$ cat config.mk
export PLATFORM = sky130hd
export DESIGN_NAME = ufc_flow_trigger
export DESIGN_NICKNAME = d
export VERILOG_FILES = /design/src/common/ufc_pkg.sv /design/src/ufc_flow_trigger.sv
export SDC_FILE = /design/constraint.sdc
export NUM_CORES = 1
export LEC_CHECK = 0
export BUFFER_PORTS_ARGS = -buffer_cell sky130_fd_sc_hd__buf_2
export CORE_UTILIZATION = 30
export CTS_BUF_LIST = sky130_fd_sc_hd__clkbuf_4 sky130_fd_sc_hd__clkbuf_8
export DETAILED_ROUTE_END_ITERATION = 10
export GPL_TIMING_DRIVEN = 0
export PLACE_DENSITY = 0.53
export SLEW_MARGIN = 20
export SYNTH_ARGS = -nofsm -noshare
export SYNTH_HDL_FRONTEND = slang
export SYNTH_SLANG_ARGS = --single-unit
$ cat constraint.sdc
create_clock -name clk -period 5.4 [get_ports clk]
set_input_delay 0.81 -clock clk [delete_from_list [all_inputs] [get_ports clk]]
set_output_delay 0.81 -clock clk [all_outputs]
set_load 0.01 [all_outputs]
$ cat src/common/ufc_pkg.sv
// Constants, types and helpers shared by the FIFO trigger and hardware flow control block
`default_nettype none
package ufc_pkg;

	localparam int FIFO_DEPTH = 64;
	localparam int LEVEL_W = 7;

	// Field positions inside the control registers
	localparam int FCR_ENABLE_BIT = 0;
	localparam int FCR_TX_SEL_LO = 4;
	localparam int FCR_RX_SEL_LO = 6;
	localparam int FEATURE_CONTROL_REG_TABLE_LO = 4;
	localparam int FEATURE_CONTROL_REG_HYST_LO = 0;
	localparam int EFR_ENH_BIT = 4;
	localparam int EFR_AUTO_RTS_BIT = 6;
	localparam int EFR_AUTO_CTS_BIT = 7;
	localparam int THR_HALT_LO = 0;
	localparam int THR_RESUME_LO = 4;
	localparam int DTL_RX_LO = 0;
	localparam int DTL_TX_LO = 4;
	// Threshold and direct trigger nibbles count in steps of four characters
	localparam int NIBBLE_SHIFT = 2;

	localparam logic [1:0] TABLE_A = 2'h0;
	localparam logic [1:0] TABLE_B = 2'h1;
	localparam logic [1:0] TABLE_C = 2'h2;
	localparam logic [1:0] TABLE_D = 2'h3;

	localparam logic [LEVEL_W-1:0] LEVEL_ONE = 7'h01;
	localparam logic [LEVEL_W-1:0] LEVEL_ZERO = 7'h00;

	// Register reset values
	localparam logic [7:0] FCR_RESET = 8'h00;
	localparam logic [7:0] FEATURE_CONTROL_REG_RESET = 8'h20;
	localparam logic [7:0] EFR_RESET = 8'h00;

	typedef struct packed {
		logic [7:0] fifoCtrl;       // fifo_control_reg
		logic [7:0] featureCtrl;    // feature_control_reg
		logic [7:0] enhFeature;     // enhanced_feature_reg
		logic [7:0] flowThreshold;  // flow_threshold_reg
		logic [7:0] directTrigger;  // direct_trigger_level_reg
		logic [LEVEL_W-1:0] rxTrigValue; // receive_trigger_value
		logic [LEVEL_W-1:0] txTrigValue; // transmit_trigger_value
		logic modemRts;             // modem_control_reg bit 1
		logic ierRts;               // interrupt_enable_reg bit 6
		logic ierCts;               // interrupt_enable_reg bit 7
	} ufc_ctrl_type;

	typedef struct packed {
		logic [LEVEL_W-1:0] rxLevel;
		logic [LEVEL_W-1:0] txLevel;
	} ufc_levels_type;

	// Hysteresis characters by feature-control code
	function automatic logic [LEVEL_W-1:0] hystChars(input logic [3:0] code);
		case (code)
			4'h0: hystChars = 7'h00;
			4'h1: hystChars = 7'h04;
			4'h2: hystChars = 7'h06;
			4'h3: hystChars = 7'h08;
			4'h4: hystChars = 7'h08;
			4'h5: hystChars = 7'h10;
			4'h6: hystChars = 7'h18;
			4'h7: hystChars = 7'h20;
			4'h8: hystChars = 7'h28;
			4'h9: hystChars = 7'h2c;
			4'ha: hystChars = 7'h30;
			4'hb: hystChars = 7'h34;
			4'hc: hystChars = 7'h0c;
			4'hd: hystChars = 7'h14;
			4'he: hystChars = 7'h1c;
			default: hystChars = 7'h24;
		endcase
	endfunction : hystChars

endpackage : ufc_pkg
`default_nettype wire

$ cat src/ufc_flow_trigger.sv
// Trigger level selection and automatic RTS/CTS flow control for one channel
`timescale 1ns/1ps
`default_nettype none
module ufc_flow_trigger #(
	parameter int DEPTH = ufc_pkg::FIFO_DEPTH
) (
	input wire logic clk, // 200 MHz clock
	input wire logic rst_n, // Synchronous reset, active low
	input wire ufc_pkg::ufc_ctrl_type ctrl, // Software control bits
	input wire ufc_pkg::ufc_levels_type levels, // Live FIFO fill counters
	input wire logic txBusy, // Transmit shift register holds a character
	input wire logic txStopDone, // Pulse: stop bit of current character sent
	input wire logic statusClear, // Pulse: clear the flow transition status bit
	input wire logic cts_n, // Clear-to-send pin, active low, asynchronous
	output logic rts_n, // Request-to-send pin, active low
	output logic txEnable, // Transmitter may start a new character
	output logic rxTrigger, // Receive trigger reached, DMA and interrupt
	output logic txTrigger, // Transmit trigger reached, DMA and interrupt
	output logic rxRoom, // Receive FIFO not full, receiver may store
	output logic flowStatus, // Sticky RTS/CTS transition status bit
	output logic [ufc_pkg::LEVEL_W-1:0] rxLevelSel, // Selected receive trigger level
	output logic [ufc_pkg::LEVEL_W-1:0] txLevelSel // Selected transmit trigger level
);
	localparam logic [ufc_pkg::LEVEL_W-1:0] DEPTH_L = ufc_pkg::LEVEL_W'(DEPTH);

	// Receive table entry; index 4 is the top of the FIFO, index 7 is empty
	function automatic logic [ufc_pkg::LEVEL_W-1:0] rxTable(input logic [1:0] tbl,
			input logic [2:0] idx);
		logic [ufc_pkg::LEVEL_W-1:0] lv;
		lv = ufc_pkg::LEVEL_ZERO;
		if (idx == 3'h4) begin
			lv = DEPTH_L;
		end else if (idx == 3'h7) begin
			lv = ufc_pkg::LEVEL_ZERO;
		end else if (tbl == ufc_pkg::TABLE_A) begin
			case (idx[1:0])
				2'h0: lv = 7'h01;
				2'h1: lv = 7'h04;
				2'h2: lv = 7'h08;
				default: lv = 7'h0e;
			endcase
		end else if (tbl == ufc_pkg::TABLE_B) begin
			case (idx[1:0])
				2'h0: lv = 7'h08;
				2'h1: lv = 7'h10;
				2'h2: lv = 7'h18;
				default: lv = 7'h1c;
			endcase
		end else begin
			case (idx[1:0])
				2'h0: lv = 7'h08;
				2'h1: lv = 7'h10;
				2'h2: lv = 7'h38;
				default: lv = 7'h3c;
			endcase
		end
		return lv;
	endfunction : rxTable

	function automatic logic [ufc_pkg::LEVEL_W-1:0] txTable(input logic [1:0] tbl,
			input logic [1:0] idx);
		logic [ufc_pkg::LEVEL_W-1:0] lv;
		lv = ufc_pkg::LEVEL_ONE;
		if (tbl == ufc_pkg::TABLE_B) begin
			case (idx)
				2'h0: lv = 7'h10;
				2'h1: lv = 7'h08;
				2'h2: lv = 7'h18;
				default: lv = 7'h1e;
			endcase
		end else if (tbl == ufc_pkg::TABLE_C) begin
			case (idx)
				2'h0: lv = 7'h08;
				2'h1: lv = 7'h10;
				2'h2: lv = 7'h20;
				default: lv = 7'h38;
			endcase
		end
		return lv;
	endfunction : txTable

	// Saturating arithmetic on fill levels
	function automatic logic [ufc_pkg::LEVEL_W-1:0] satAdd(input logic [ufc_pkg::LEVEL_W-1:0] a,
			input logic [ufc_pkg::LEVEL_W-1:0] b);
		logic [ufc_pkg::LEVEL_W:0] s;
		s = {1'b0, a} + {1'b0, b};
		return (s > {1'b0, DEPTH_L}) ? DEPTH_L : s[ufc_pkg::LEVEL_W-1:0];
	endfunction : satAdd

	function automatic logic [ufc_pkg::LEVEL_W-1:0] satSub(input logic [ufc_pkg::LEVEL_W-1:0] a,
			input logic [ufc_pkg::LEVEL_W-1:0] b);
		return (a > b) ? a - b : ufc_pkg::LEVEL_ZERO;
	endfunction : satSub

	// Level selection
	logic [1:0] tableSel, rxIdx, txIdx;
	logic [3:0] dtlRx, dtlTx, halfHalt, halfResume;
	logic fifoOn, autoRts, autoCts, enhOn;
	logic [ufc_pkg::LEVEL_W-1:0] rxLv, txLv, haltLv, resumeLv, hyst, tblD;

	assign tableSel = ctrl.featureCtrl[ufc_pkg::FEATURE_CONTROL_REG_TABLE_LO +: 2];
	assign rxIdx = ctrl.fifoCtrl[ufc_pkg::FCR_RX_SEL_LO +: 2];
	assign txIdx = ctrl.fifoCtrl[ufc_pkg::FCR_TX_SEL_LO +: 2];
	assign dtlRx = ctrl.directTrigger[ufc_pkg::DTL_RX_LO +: 4];
	assign dtlTx = ctrl.directTrigger[ufc_pkg::DTL_TX_LO +: 4];
	assign halfHalt = ctrl.flowThreshold[ufc_pkg::THR_HALT_LO +: 4];
	assign halfResume = ctrl.flowThreshold[ufc_pkg::THR_RESUME_LO +: 4];
	assign fifoOn = ctrl.fifoCtrl[ufc_pkg::FCR_ENABLE_BIT];
	assign autoRts = ctrl.enhFeature[ufc_pkg::EFR_AUTO_RTS_BIT];
	assign autoCts = ctrl.enhFeature[ufc_pkg::EFR_AUTO_CTS_BIT];
	assign enhOn = ctrl.enhFeature[ufc_pkg::EFR_ENH_BIT];
	assign hyst = ufc_pkg::hystChars(ctrl.featureCtrl[ufc_pkg::FEATURE_CONTROL_REG_HYST_LO +: 4]);
	assign tblD = (ctrl.rxTrigValue == ufc_pkg::LEVEL_ZERO) ? ufc_pkg::LEVEL_ONE
		: ctrl.rxTrigValue;

	always_comb begin
		rxLv = ufc_pkg::LEVEL_ONE;
		txLv = ufc_pkg::LEVEL_ONE;
		haltLv = ufc_pkg::LEVEL_ONE;
		resumeLv = ufc_pkg::LEVEL_ZERO;
		if (!fifoOn) begin
			rxLv = ufc_pkg::LEVEL_ONE;
			txLv = ufc_pkg::LEVEL_ONE;
		end else if (ctrl.directTrigger != 8'h00) begin
			// A zero nibble keeps that direction at one character
			rxLv = (dtlRx == 4'h0) ? ufc_pkg::LEVEL_ONE
				: ufc_pkg::LEVEL_W'({dtlRx, 2'b00});
			txLv = (dtlTx == 4'h0) ? ufc_pkg::LEVEL_ONE
				: ufc_pkg::LEVEL_W'({dtlTx, 2'b00});
			haltLv = rxLv;
			resumeLv = satSub(rxLv, ufc_pkg::LEVEL_ONE);
		end else if (tableSel == ufc_pkg::TABLE_D) begin
			rxLv = tblD;
			txLv = (ctrl.txTrigValue == ufc_pkg::LEVEL_ZERO) ? ufc_pkg::LEVEL_ONE
				: ctrl.txTrigValue;
			haltLv = satAdd(tblD, hyst);
			resumeLv = satSub(tblD, hyst);
		end else begin
			rxLv = rxTable(tableSel, {1'b0, rxIdx});
			txLv = (tableSel == ufc_pkg::TABLE_A) ? ufc_pkg::LEVEL_ONE
				: txTable(tableSel, txIdx);
			haltLv = rxTable(tableSel, 3'({1'b0, rxIdx} + 3'h1));
			resumeLv = rxTable(tableSel, 3'({1'b0, rxIdx} - 3'h1));
		end
		if (fifoOn && halfHalt != 4'h0) begin
			haltLv = ufc_pkg::LEVEL_W'({halfHalt, 2'b00});
		end
		if (fifoOn && halfResume != 4'h0) begin
			resumeLv = ufc_pkg::LEVEL_W'({halfResume, 2'b00});
		end
	end

	// Registered flow state
	logic ctsMeta_q, ctsSync_q, ctsPrev_q;
	logic haltHeld_q, haltHeld_d;
	logic rtsN_q, rtsN_d, txEn_q, txEn_d, stat_q, stat_d;
	logic rxTrig_q, rxTrig_d, txTrig_q, txTrig_d, rxRoom_q, rxRoom_d;
	logic [ufc_pkg::LEVEL_W-1:0] rxSel_q, txSel_q;
	logic rtsEvent, ctsEvent;

	always_comb begin
		haltHeld_d = haltHeld_q;
		if (!(autoRts && ctrl.modemRts)) begin
			haltHeld_d = 1'b0;
		end else if (levels.rxLevel >= haltLv) begin
			haltHeld_d = 1'b1;
		end else if (levels.rxLevel <= resumeLv) begin
			haltHeld_d = 1'b0;
		end
		// Without modem-control bit 1 the pin stays high even in auto mode
		rtsN_d = !ctrl.modemRts || haltHeld_d;
		// With auto-CTS on, gate changes only between characters so a frame is never cut
		txEn_d = txEn_q;
		if (!autoCts) begin
			txEn_d = 1'b1;
		end else if (!txBusy || txStopDone) begin
			txEn_d = !ctsSync_q;
		end
		rtsEvent = enhOn && ctrl.ierRts && (rtsN_d != rtsN_q);
		ctsEvent = enhOn && ctrl.ierCts && (ctsSync_q != ctsPrev_q);
		// A new transition wins over a clear in the same cycle
		stat_d = rtsEvent || ctsEvent || (stat_q && !statusClear);
		rxTrig_d = levels.rxLevel >= rxLv;
		txTrig_d = satSub(DEPTH_L, levels.txLevel) >= txLv;
		rxRoom_d = levels.rxLevel < DEPTH_L;
	end

	always_ff @(posedge clk) begin
		if (!rst_n) begin
			ctsMeta_q <= 1'b1;
			ctsSync_q <= 1'b1;
			ctsPrev_q <= 1'b1;
			haltHeld_q <= 1'b0;
			rtsN_q <= 1'b1;
			txEn_q <= 1'b1;
			stat_q <= 1'b0;
			rxTrig_q <= 1'b0;
			txTrig_q <= 1'b0;
			rxRoom_q <= 1'b1;
			rxSel_q <= ufc_pkg::LEVEL_ONE;
			txSel_q <= ufc_pkg::LEVEL_ONE;
		end else begin
			ctsMeta_q <= cts_n;
			ctsSync_q <= ctsMeta_q;
			ctsPrev_q <= ctsSync_q;
			haltHeld_q <= haltHeld_d;
			rtsN_q <= rtsN_d;
			txEn_q <= txEn_d;
			stat_q <= stat_d;
			rxTrig_q <= rxTrig_d;
			txTrig_q <= txTrig_d;
			rxRoom_q <= rxRoom_d;
			rxSel_q <= rxLv;
			txSel_q <= txLv;
		end
	end

	assign rts_n = rtsN_q;
	assign txEnable = txEn_q;
	assign rxTrigger = rxTrig_q;
	assign txTrigger = txTrig_q;
	assign rxRoom = rxRoom_q;
	assign flowStatus = stat_q;
	assign rxLevelSel = rxSel_q;
	assign txLevelSel = txSel_q;

endmodule : ufc_flow_trigger
`default_nettype wire

# Word level (Yosys, flattened, before mapping)

Memory sizes are Yosys's and may differ from the RTL's.
Cells that the tools add are included.

Bits in registers: 24
ROM bits: 80
Bits of input ports: 77
Output and inout port bits: 20
Logic and storage cells: 123
Memories kept: 1

Memories:

| name            | words | width | read ports | clocked after Yosys merged registers in | wr ports | RTL line      | RTL |
|---|---|---|---|---|---|---|---|
| (no name shown) | 16    | 5     | 1          | 0                                       | 0        | ufc_pkg.sv:57 | `case (code)` |

Add/subtract/negate cells: 6
Magnitude comparators: 9
Equality and inequality tests: 17
Mux-type cells: 49
Reduce and logical (&&, ||, !) cells: 29

Operators by type and width:

| cell                                                                  | number |
|---|---|
| 7-bit two-way mux                                                     | 32 |
| 6-bit one-hot mux with 3 select lines                                 | 4 |
| 5-bit one-hot mux with 3 select lines                                 | 4 |
| 4-bit one-hot mux with 3 select lines                                 | 3 |
| 7-bit >= comparator                                                   | 3 |
| 6-bit two-way mux                                                     | 3 |
| 7-bit zero test                                                       | 2 |
| 2-bit equality test, second input constant                            | 6 |
| 3-bit equality test, second input constant                            | 4 |
| 2-bit by 1-bit equality test with 1-bit output, second input constant | 5 |
| 2-bit zero test                                                       | 5 |
| 7-bit by 7-bit adder with 8-bit output                                | 1 |
| 8-bit by 7-bit > comparator with 1-bit output, second input constant  | 1 |
| 1-bit logical AND                                                     | 8 |
| 4-bit zero test                                                       | 2 |
| 4-bit nonzero test                                                    | 2 |
| 8-bit nonzero test                                                    | 1 |
| 7-bit > comparator                                                    | 1 |
| 7-bit > comparator, first input constant                              | 1 |
| 7-bit <= comparator                                                   | 1 |
| 7-bit less-than comparator, second input constant                     | 1 |
| 6-bit by 1-bit subtractor with 7-bit output, second input constant    | 1 |
| 7-bit subtractor                                                      | 1 |
| 7-bit subtractor, first input constant                                | 1 |
| 8 further kinds                                                       | 17 |

# Logic depth before layout (Yosys ltp)

Gate-level depths: netlist (run 1).

Depth in word-level cells: 20
Depth in mapped cells: 19
Mapped depth without buffers: 19

# Least setup slack after synthesis (run 1)

OpenSTA, ideal clock, no wires.

Kind: input to register
Start: in ctrl[41] in the netlist's numbering
End: reg stat_q, in the netlist flowStatus
Setup time: 0.116 ns
Arrival time: 4.331 ns
Required time: 5.284 ns
Slack: 0.953 ns
Stages: 17
Path buffers: 0
Cell sequence: inv_1 > ha_1 > o31ai_1 > inv_1 > fa_1 > nor2b_1 > o21a_1 > o221ai_4 > a41oi_2 > a221o_1 > a32oi_1 > ha_1 > nand4_1 > o21ai_0 > o31a_1 > a21bo_2 > a31o_1

Longest elaborated chain between the ends: 16
Elaborated cells between the ends (all ways): 25

RTL lines:

| element                                                                            | RTL line                                         | RTL |
|---|---|---|
| from (decl)                                                                        | ufc_flow_trigger.sv:9                            | `input wire ufc_pkg::ufc_ctrl_type ctrl,` |
| memory read 16 x 5 bit (*)                                                         | --                                               |  |
| 7-bit by 7-bit adder with 8-bit output (tied with other cells)                     | ufc_flow_trigger.sv:86                           | `s = {1'b0, a} + {1'b0, b};` |
| 8-bit by 7-bit > comparator with 1-bit output or 7-bit two-way mux (tied branches) | ufc_flow_trigger.sv:87, ufc_flow_trigger.sv:92   |  |
| 7-bit two-way mux (on tied branches)                                               | ufc_flow_trigger.sv:87, ufc_flow_trigger.sv:132  |  |
| 7-bit two-way mux (on tied branches)                                               | ufc_flow_trigger.sv:132, ufc_flow_trigger.sv:124 |  |
| 7-bit two-way mux (on tied branches)                                               | ufc_flow_trigger.sv:124, ufc_flow_trigger.sv:121 |  |
| 7-bit two-way mux (on tied branches)                                               | ufc_flow_trigger.sv:121, ufc_flow_trigger.sv:148 |  |
| 7-bit two-way mux or 7-bit <= comparator (tied branches)                           | ufc_flow_trigger.sv:145, ufc_flow_trigger.sv:167 |  |
| 7-bit >= comparator or 1-bit two-way mux (tied branches)                           | ufc_flow_trigger.sv:165, ufc_flow_trigger.sv:167 |  |
| 1-bit two-way mux (*)                                                              | ufc_flow_trigger.sv:165                          | `end else if (levels.rxLevel >= haltLv) begin` |
| 1-bit two-way mux (*)                                                              | ufc_flow_trigger.sv:163                          | `if (!(autoRts && ctrl.modemRts)) begin` |
| 1-bit logical OR (*)                                                               | ufc_flow_trigger.sv:171                          | `rtsN_d = !ctrl.modemRts \|\| haltHeld_d;` |
| 1-bit inequality test (*)                                                          | ufc_flow_trigger.sv:179                          | `rtsEvent = enhOn && ctrl.ierRts && (rtsN_d != rtsN_q);` |
| 1-bit logical AND (*)                                                              | ufc_flow_trigger.sv:179                          |  |
| 1-bit logical OR (*) (2 in series)                                                 | ufc_flow_trigger.sv:182                          | `stat_d = rtsEvent \|\| ctsEvent \|\| (stat_q && !statusClear);` |
| to (signal assigned)                                                               | ufc_flow_trigger.sv:209                          | `stat_q <= stat_d;` |
| to (decl)                                                                          | ufc_flow_trigger.sv:156                          | `logic rtsN_q, rtsN_d, txEn_q, txEn_d, stat_q, stat_d;` |

Every way passes the cells marked *; elsewhere a longest branch is shown, timed or not.
A chain may end at the register's enable or synchronous reset.

# Worst setup path after layout (run 1)

Same ends and word-level chain as after synthesis.

==> metrics.txt, run 1 <==
status=finished clean; PortBufs=84; hold endpoint=ctsSync_q$_SDFF_PN1_; Mapped Cells=400; fin crit share=88.6%; maximum vdd drop=0.0000948 V; Fin Clk Skew=2.45 ps; Iteration-0 DRC Markers=150; Setup WS post-layout=613 ps; # hold bufs at CTS=0; H-tree levels=1; IO Pins=97; top_reg_cell synth=dfxtp_1; post-CTS sizing=0; Max Slew Vio Count=0; vias in the first global route=3,025; Starting Density=30.7%; Rel. slew slack=50.6%; row cnt=37; CTS sink count=24; RSZ-0062 raised after global routing=no; YS warnings=0; final core utilization=36.9%; top cells by area, synth=ha_1, dfxtp_1, nor2_1; CTS tree=built; Internal Power=353 uW; WP data required=5560 ps; GRT Total Usage=17.6%; min Tclk post-route=4790 ps; Crit Reg-Reg Endpoint=flowStatus$_SDFF_PN0_; CP startpoint kind=input port; Reg2Reg Depth=4; antenna viol nets, final=0; Die H=105 um; final hold viol count=0; core box area=10,300 sq um; worst setup slack after placement=346 ps; Unique masters post-synth=66; WL/cell=15.1 um; CP arrival=4950 ps; f_max=209 MHz; Die X=105 um; FF+latch count, synth=24; nets=626; HP Start=ctsMeta_q$_SDFF_PN1_; Fillers=1,125; Hold Path Depth=1; CTS root buf=clkbuf_8; post-synth top area share=23.0%; Min Hold Slack=417 ps; worst-path maximum fanout=5; RD Place Congestion=0.927; clk slew on worst S/H paths=80 ps; Psw=197 uW; CP endpoint kind=flop; global-route wire length before repair=15,500 um; share of power burned in registers=33.9%; Cells after DPL=620; Skew-Pair Late Insertion Delay=260 ps; area grow syn2layout=20.5%; Yosys top cell by area=ha_1; most frequent cells after synthesis=ha_1, nor2_1, o21ai_0, inv_1, dfxtp_1; vias=3,187; sequential cell area fraction in the yosys report=15.2%; layout cells sized above 1=22.7%; cell with the most instances after synthesis=ha_1; non-filler cells, final=624; Via density=5.11; antenna cells=0; Syn Area/Cell=7.88 sq um; GR Overflow Total=0; Finish-stage setup viols=0; total CTS buffers=3; Mapped Area=3150 sq um; Multi-input gate area=2470 sq um; antenna violations before repair=0; largest net degree at the start of global routing=14; Sw Share=35.8%; Sequential Area=480 sq um; Crit Path Class=in -> reg; worst r2r src=haltHeld_q$_SDFF_PN0_; Syn Nets=537; Worst Max-Slew Pin Slew=734 ps; max_cap viols=0; die footprint=10,900 sq um; R2R Setup Slk=4150 ps; routed wire length=9430 um; Post-CTS Setup Inserts=0; Combinational Power Share=44.8%; CTS Buffer Depth=2; hpwl dp=8180 um; TNS Setup=0 ps; Leak Pwr=0.00170 uW; pwr/cell area=145 nW/um^2; DRC viols=0; Clock Power Share=21.3%; number of synthesized flops with an enable pin=0; first drt pass iteration count=5; hold crit path type=reg -> reg; Synth async-reset ratio=0%
metal layers:
layer	track usage (%)	up-vias	wire [um]
li1	-	1631	-
met1	24.7	1449	4590
met2	29.3	97	4310
met3	1.44	10	397
met4	3.47	0	136
met5	0	-	0
power by group through the flow:
stage          clock (uW)  combinational [uW]  sequential (uW)
3_3_place_gp            0                 244              191
4_1_cts               121                 247              187
6_report              117                 247              187
3_5_place_dp            0                 246              191
2_1_floorplan           0                 155              194
5_1_grt               133                 278              188
critical path, stage by stage:
cell and delay [ps]:
buf_2 100, inv_1 60, ha_1 310, o31ai_1 450, inv_1 160, fa_1 450, nor2b_1 150, o21a_1 210
o221ai_4 220, a41oi_2 100, a221o_1 410, a32oi_1 260, ha_1 290, nand4_1 120, o21ai_0 100, o31a_1 350
a21bo_2 230, a31o_1 160
cell usage in the layout, fill, tap and decap left out, drive strengths merged, types with 4 or more instances in the layout:
| cell type | Yosys | final |
|---|---|---|
| a211oi | 7 | 7 |
| a21o | 7 | 7 |
| a21oi | 22 | 22 |
| a221o | 4 | 4 |
| and2 | 4 | 4 |
| and3 | 4 | 4 |
| buf | 7 | 91 |
| clkbuf | 12 | 16 |
| dfxtp | 24 | 24 |
| ha | 58 | 58 |
| inv | 27 | 27 |
| mux2i | 5 | 5 |
| nand2 | 20 | 20 |
| nand2b | 7 | 7 |
| nand3 | 12 | 12 |
| nand3b | 4 | 4 |
| nor2 | 43 | 43 |
| nor2b | 5 | 5 |
| nor3 | 8 | 8 |
| nor3b | 5 | 5 |
| nor4 | 4 | 4 |
| o211ai | 5 | 5 |
| o21ai | 38 | 38 |
| or3 | 6 | 6 |
| xnor2 | 6 | 6 |
| xor2 | 5 | 5 |
layout make-up:
cell class	instances	share of cell area, %
multi-input cells	330	65.1
inverters	27	2.67
flip-flops and latches	24	12.7
well taps	136	4.48
plain buffers	19	2.54
clock buffers	4	1.45
repair buffers	84	11.1
how the worst max path moves through the flow:
stage / endpoint / slack [ps] / from / cells after the start
after floorplan: flowStatus$_SDFF_PN0_ / 950 / ctrl[41] / 17
after global placement: flowStatus$_SDFF_PN0_ / 360 / ctrl[41] / 19
after detailed placement: flowStatus$_SDFF_PN0_ / 350 / ctrl[41] / 19
after CTS: flowStatus$_SDFF_PN0_ / 620 / ctrl[41] / 19
after global routing: flowStatus$_SDFF_PN0_ / 310 / ctrl[41] / 19
final: flowStatus$_SDFF_PN0_ / 610 / ctrl[41] / 18
through the flow:
step	instance area [sq um]	power [uW]
final	3800	550
after global routing	3800	598
after CTS	3800	555
after detailed placement	3740	437
after global placement	3740	435
after floorplan	3150	349
cell families after synthesis:
logic type	Yosys count	synth area share (%)
AO/OA/AOI/OAI	119	26.6
adder cells (fa/ha/maj)	60	24.3
XOR/XNOR	11	3.06
flip-flops	24	15.2
buffers and inverters	46	6.27
multiplexers	8	2.66
AND/OR/NAND/NOR	132	21.9
No activity file was read; power rests on OpenSTA's default activity.
==> run 2, diff against run 1 <==
--- a/config.mk
+++ b/config.mk
@@ -5,7 +5,7 @@
 export SDC_FILE = /design/constraint.sdc
 export NUM_CORES = 1
 export LEC_CHECK = 0
-export BUFFER_PORTS_ARGS = -buffer_cell sky130_fd_sc_hd__buf_2
+export BUFFER_PORTS_ARGS = -buffer_cell sky130_fd_sc_hd__buf_4
 export CORE_UTILIZATION = 30
 export CTS_BUF_LIST = sky130_fd_sc_hd__clkbuf_4 sky130_fd_sc_hd__clkbuf_8
 export DETAILED_ROUTE_END_ITERATION = 10
==> metrics.txt, run 2 (synthesis gave the netlist of run 1 again) <==
status=finished clean; WL/cell=15.7 um (+4.0%); Post-DP Area=3950 sq um (+5.6%); CTS Buffer Depth=2 (unchanged); Iteration-0 DRC Markers=148 (-1.3%); highest-count cells in the layout ignoring fill and taps=buf_4, ha_1, nor2_1, o21ai_0, inv_1; Rel. slew slack=47.1% (-3.5 points); Sw Share=35.0% (-0.73 points); Combinational Power Share=46.5% (+1.7 points); Hold Path Depth=1 (unchanged); Die H=105 um (unchanged); vias in the first global route=3,097 (+2.4%); antenna viol nets, final=0 (unchanged); IO Pins=97 (unchanged); worst path cell trace=buf_4 -> inv_1 -> ha_1 -> o31ai_1 -> inv_1 -> fa_1 -> nor2b_1 -> o21a_1 -> o221ai_4 -> a41oi_2 -> a221o_1 -> a32oi_1 -> ha_1 -> nand4_1 -> o21ai_0 -> o31a_1 -> a21bo_2 -> a31o_1; worst-path maximum fanout=5 (unchanged); share of power burned in registers=32.8% (-1.1 points); DRC viols=0 (unchanged); core box area=10,300 sq um (unchanged); Layout Cell Area excl Fill=4010 sq um (+5.5%); Clock Power Share=20.7% (-0.6 points); overall power=570 uW (+3.5%); Sequential Area=480 sq um (unchanged); CTS root buf=clkbuf_8; final hold viol count=0 (unchanged); Fin Clk Skew=2.73 ps (+0.279 ps); Leak Pwr=0.00176 uW (+3.8%); worst path bufs/invs=3 (unchanged); Psw=200 uW (+1.4%); max_cap viols=0 (unchanged); Reg2Reg Depth=4 (unchanged); commonest non-fill, non-tap cell in the layout=buf_4; Skew-Pair Late Insertion Delay=260 ps (about the same); Crit Path Class=in -> reg; hold crit path type=reg -> reg; Min Hold Slack=417 ps (-0.143 ps); CP endpoint kind=flop; TNS Setup=0 ps (unchanged); # hold bufs at CTS=0 (unchanged); Crit-path slowest cell=o31ai_1; die footprint=10,900 sq um (unchanged); area grow syn2layout=27.2%; row cnt=37 (unchanged); min Tclk post-route=4910 ps (+124 ps); Die X=105 um (unchanged); PortBufs=84 (unchanged); Starting Density=30.7% (unchanged); largest net degree at the start of global routing=14 (unchanged); routed wire length=9810 um (+4.0%); Fillers=1,106 (-1.7%); Internal Power=370 uW (+4.7%); worst setup slack after placement=170 ps (-176 ps); CP arrival=5070 ps (+120 ps); pwr/cell area=142 nW/um^2 (-1.9%); Multi-input gate area=2470 sq um (unchanged); antenna cells=0 (unchanged); layout cells sized above 1=22.7% (unchanged); Finish-stage setup viols=0 (unchanged); nets=626 (unchanged); Via density=5.13 (+0.44%); clk slew on worst S/H paths=80 ps (about the same); max incr delay on CP=530 ps (+80 ps); Post-CTS Setup Inserts=0 (unchanged); hpwl dp=8460 um (+3.4%); first drt pass iteration count=4 (-1); f_max=204 MHz (-2.5%); Max Slew Vio Count=0 (unchanged); RD Place Congestion=0.871 (-6.0%); maximum vdd drop=0.0000933 V (-1.6%); GRT Total Usage=18.0% (+0.36 points); crit-path leading delay family=compound AO/OA/AOI/OAI gates; global-route wire length before repair=15,800 um (+2.2%); CTS tree=built; H-tree levels=1 (unchanged); Setup WS post-layout=489 ps (-124 ps); WP data required=5560 ps (about the same); vias=3,201 (+0.44%); CTS sink count=24 (unchanged); CP startpoint kind=input port; post-CTS sizing=0 (unchanged); GR Overflow Total=0 (unchanged); total CTS buffers=3 (unchanged); Critical Path Stages=18 (unchanged); RSZ-0062 raised after global routing=no; fin crit share=90.9% (+2.3 points); antenna violations before repair=0 (unchanged); Worst Max-Slew Pin Slew=787 ps (+52.2 ps)
[run 2: through the flow]
stage	util, %	cells
CTS	39.0	624
finish	39.0	624
global route	39.0	624
global placement	38.5	620
floorplan	-	400
detailed placement	38.5	620
[run 2: per-layer routing]
| layer | part of all wire, % | vias to the layer above | routed length, um | global-route usage [%] |
|---|---|---|---|---|
| li1 | - | 1644 | - | - |
| met1 | 48 | 1460 | 4740 | 24.1 |
| met2 | 46 | 87 | 4490 | 30.7 |
| met3 | 4.6 | 10 | 455 | 2.01 |
| met4 | 1.2 | 0 | 118 | 3.98 |
| met5 | 0 | - | 0 | 0 |
[run 2: power groups by stage]
stage | Clock [uW] | Combinational (uW) | Sequential (uW)
after floorplan | 0 | 155 | 194
after global placement | 0 | 262 | 191
after detailed placement | 0 | 264 | 191
after CTS | 121 | 265 | 187
after global routing | 130 | 297 | 188
final | 118 | 265 | 187
[run 2: final cells by class]
type / count / share of cell area (%)
inverters: 27 / 2.53
plain buffers: 19 / 2.40
clock buffers: 4 / 1.37
flip-flops and latches: 24 / 12.0
multi-input cells: 330 / 61.7
repair buffers: 84 / 15.7
well taps: 136 / 4.25
[run 2: path summary, 6_finish.rpt]
check,from,endpoint,slack (ps)
min reg2reg,ctsMeta_q$_SDFF_PN1_,ctsSync_q$_SDFF_PN1_,420
max reg2reg,haltHeld_q$_SDFF_PN0_,flowStatus$_SDFF_PN0_,4150
max,ctrl[41],flowStatus$_SDFF_PN0_,490
min,ctsMeta_q$_SDFF_PN1_,ctsSync_q$_SDFF_PN1_,420
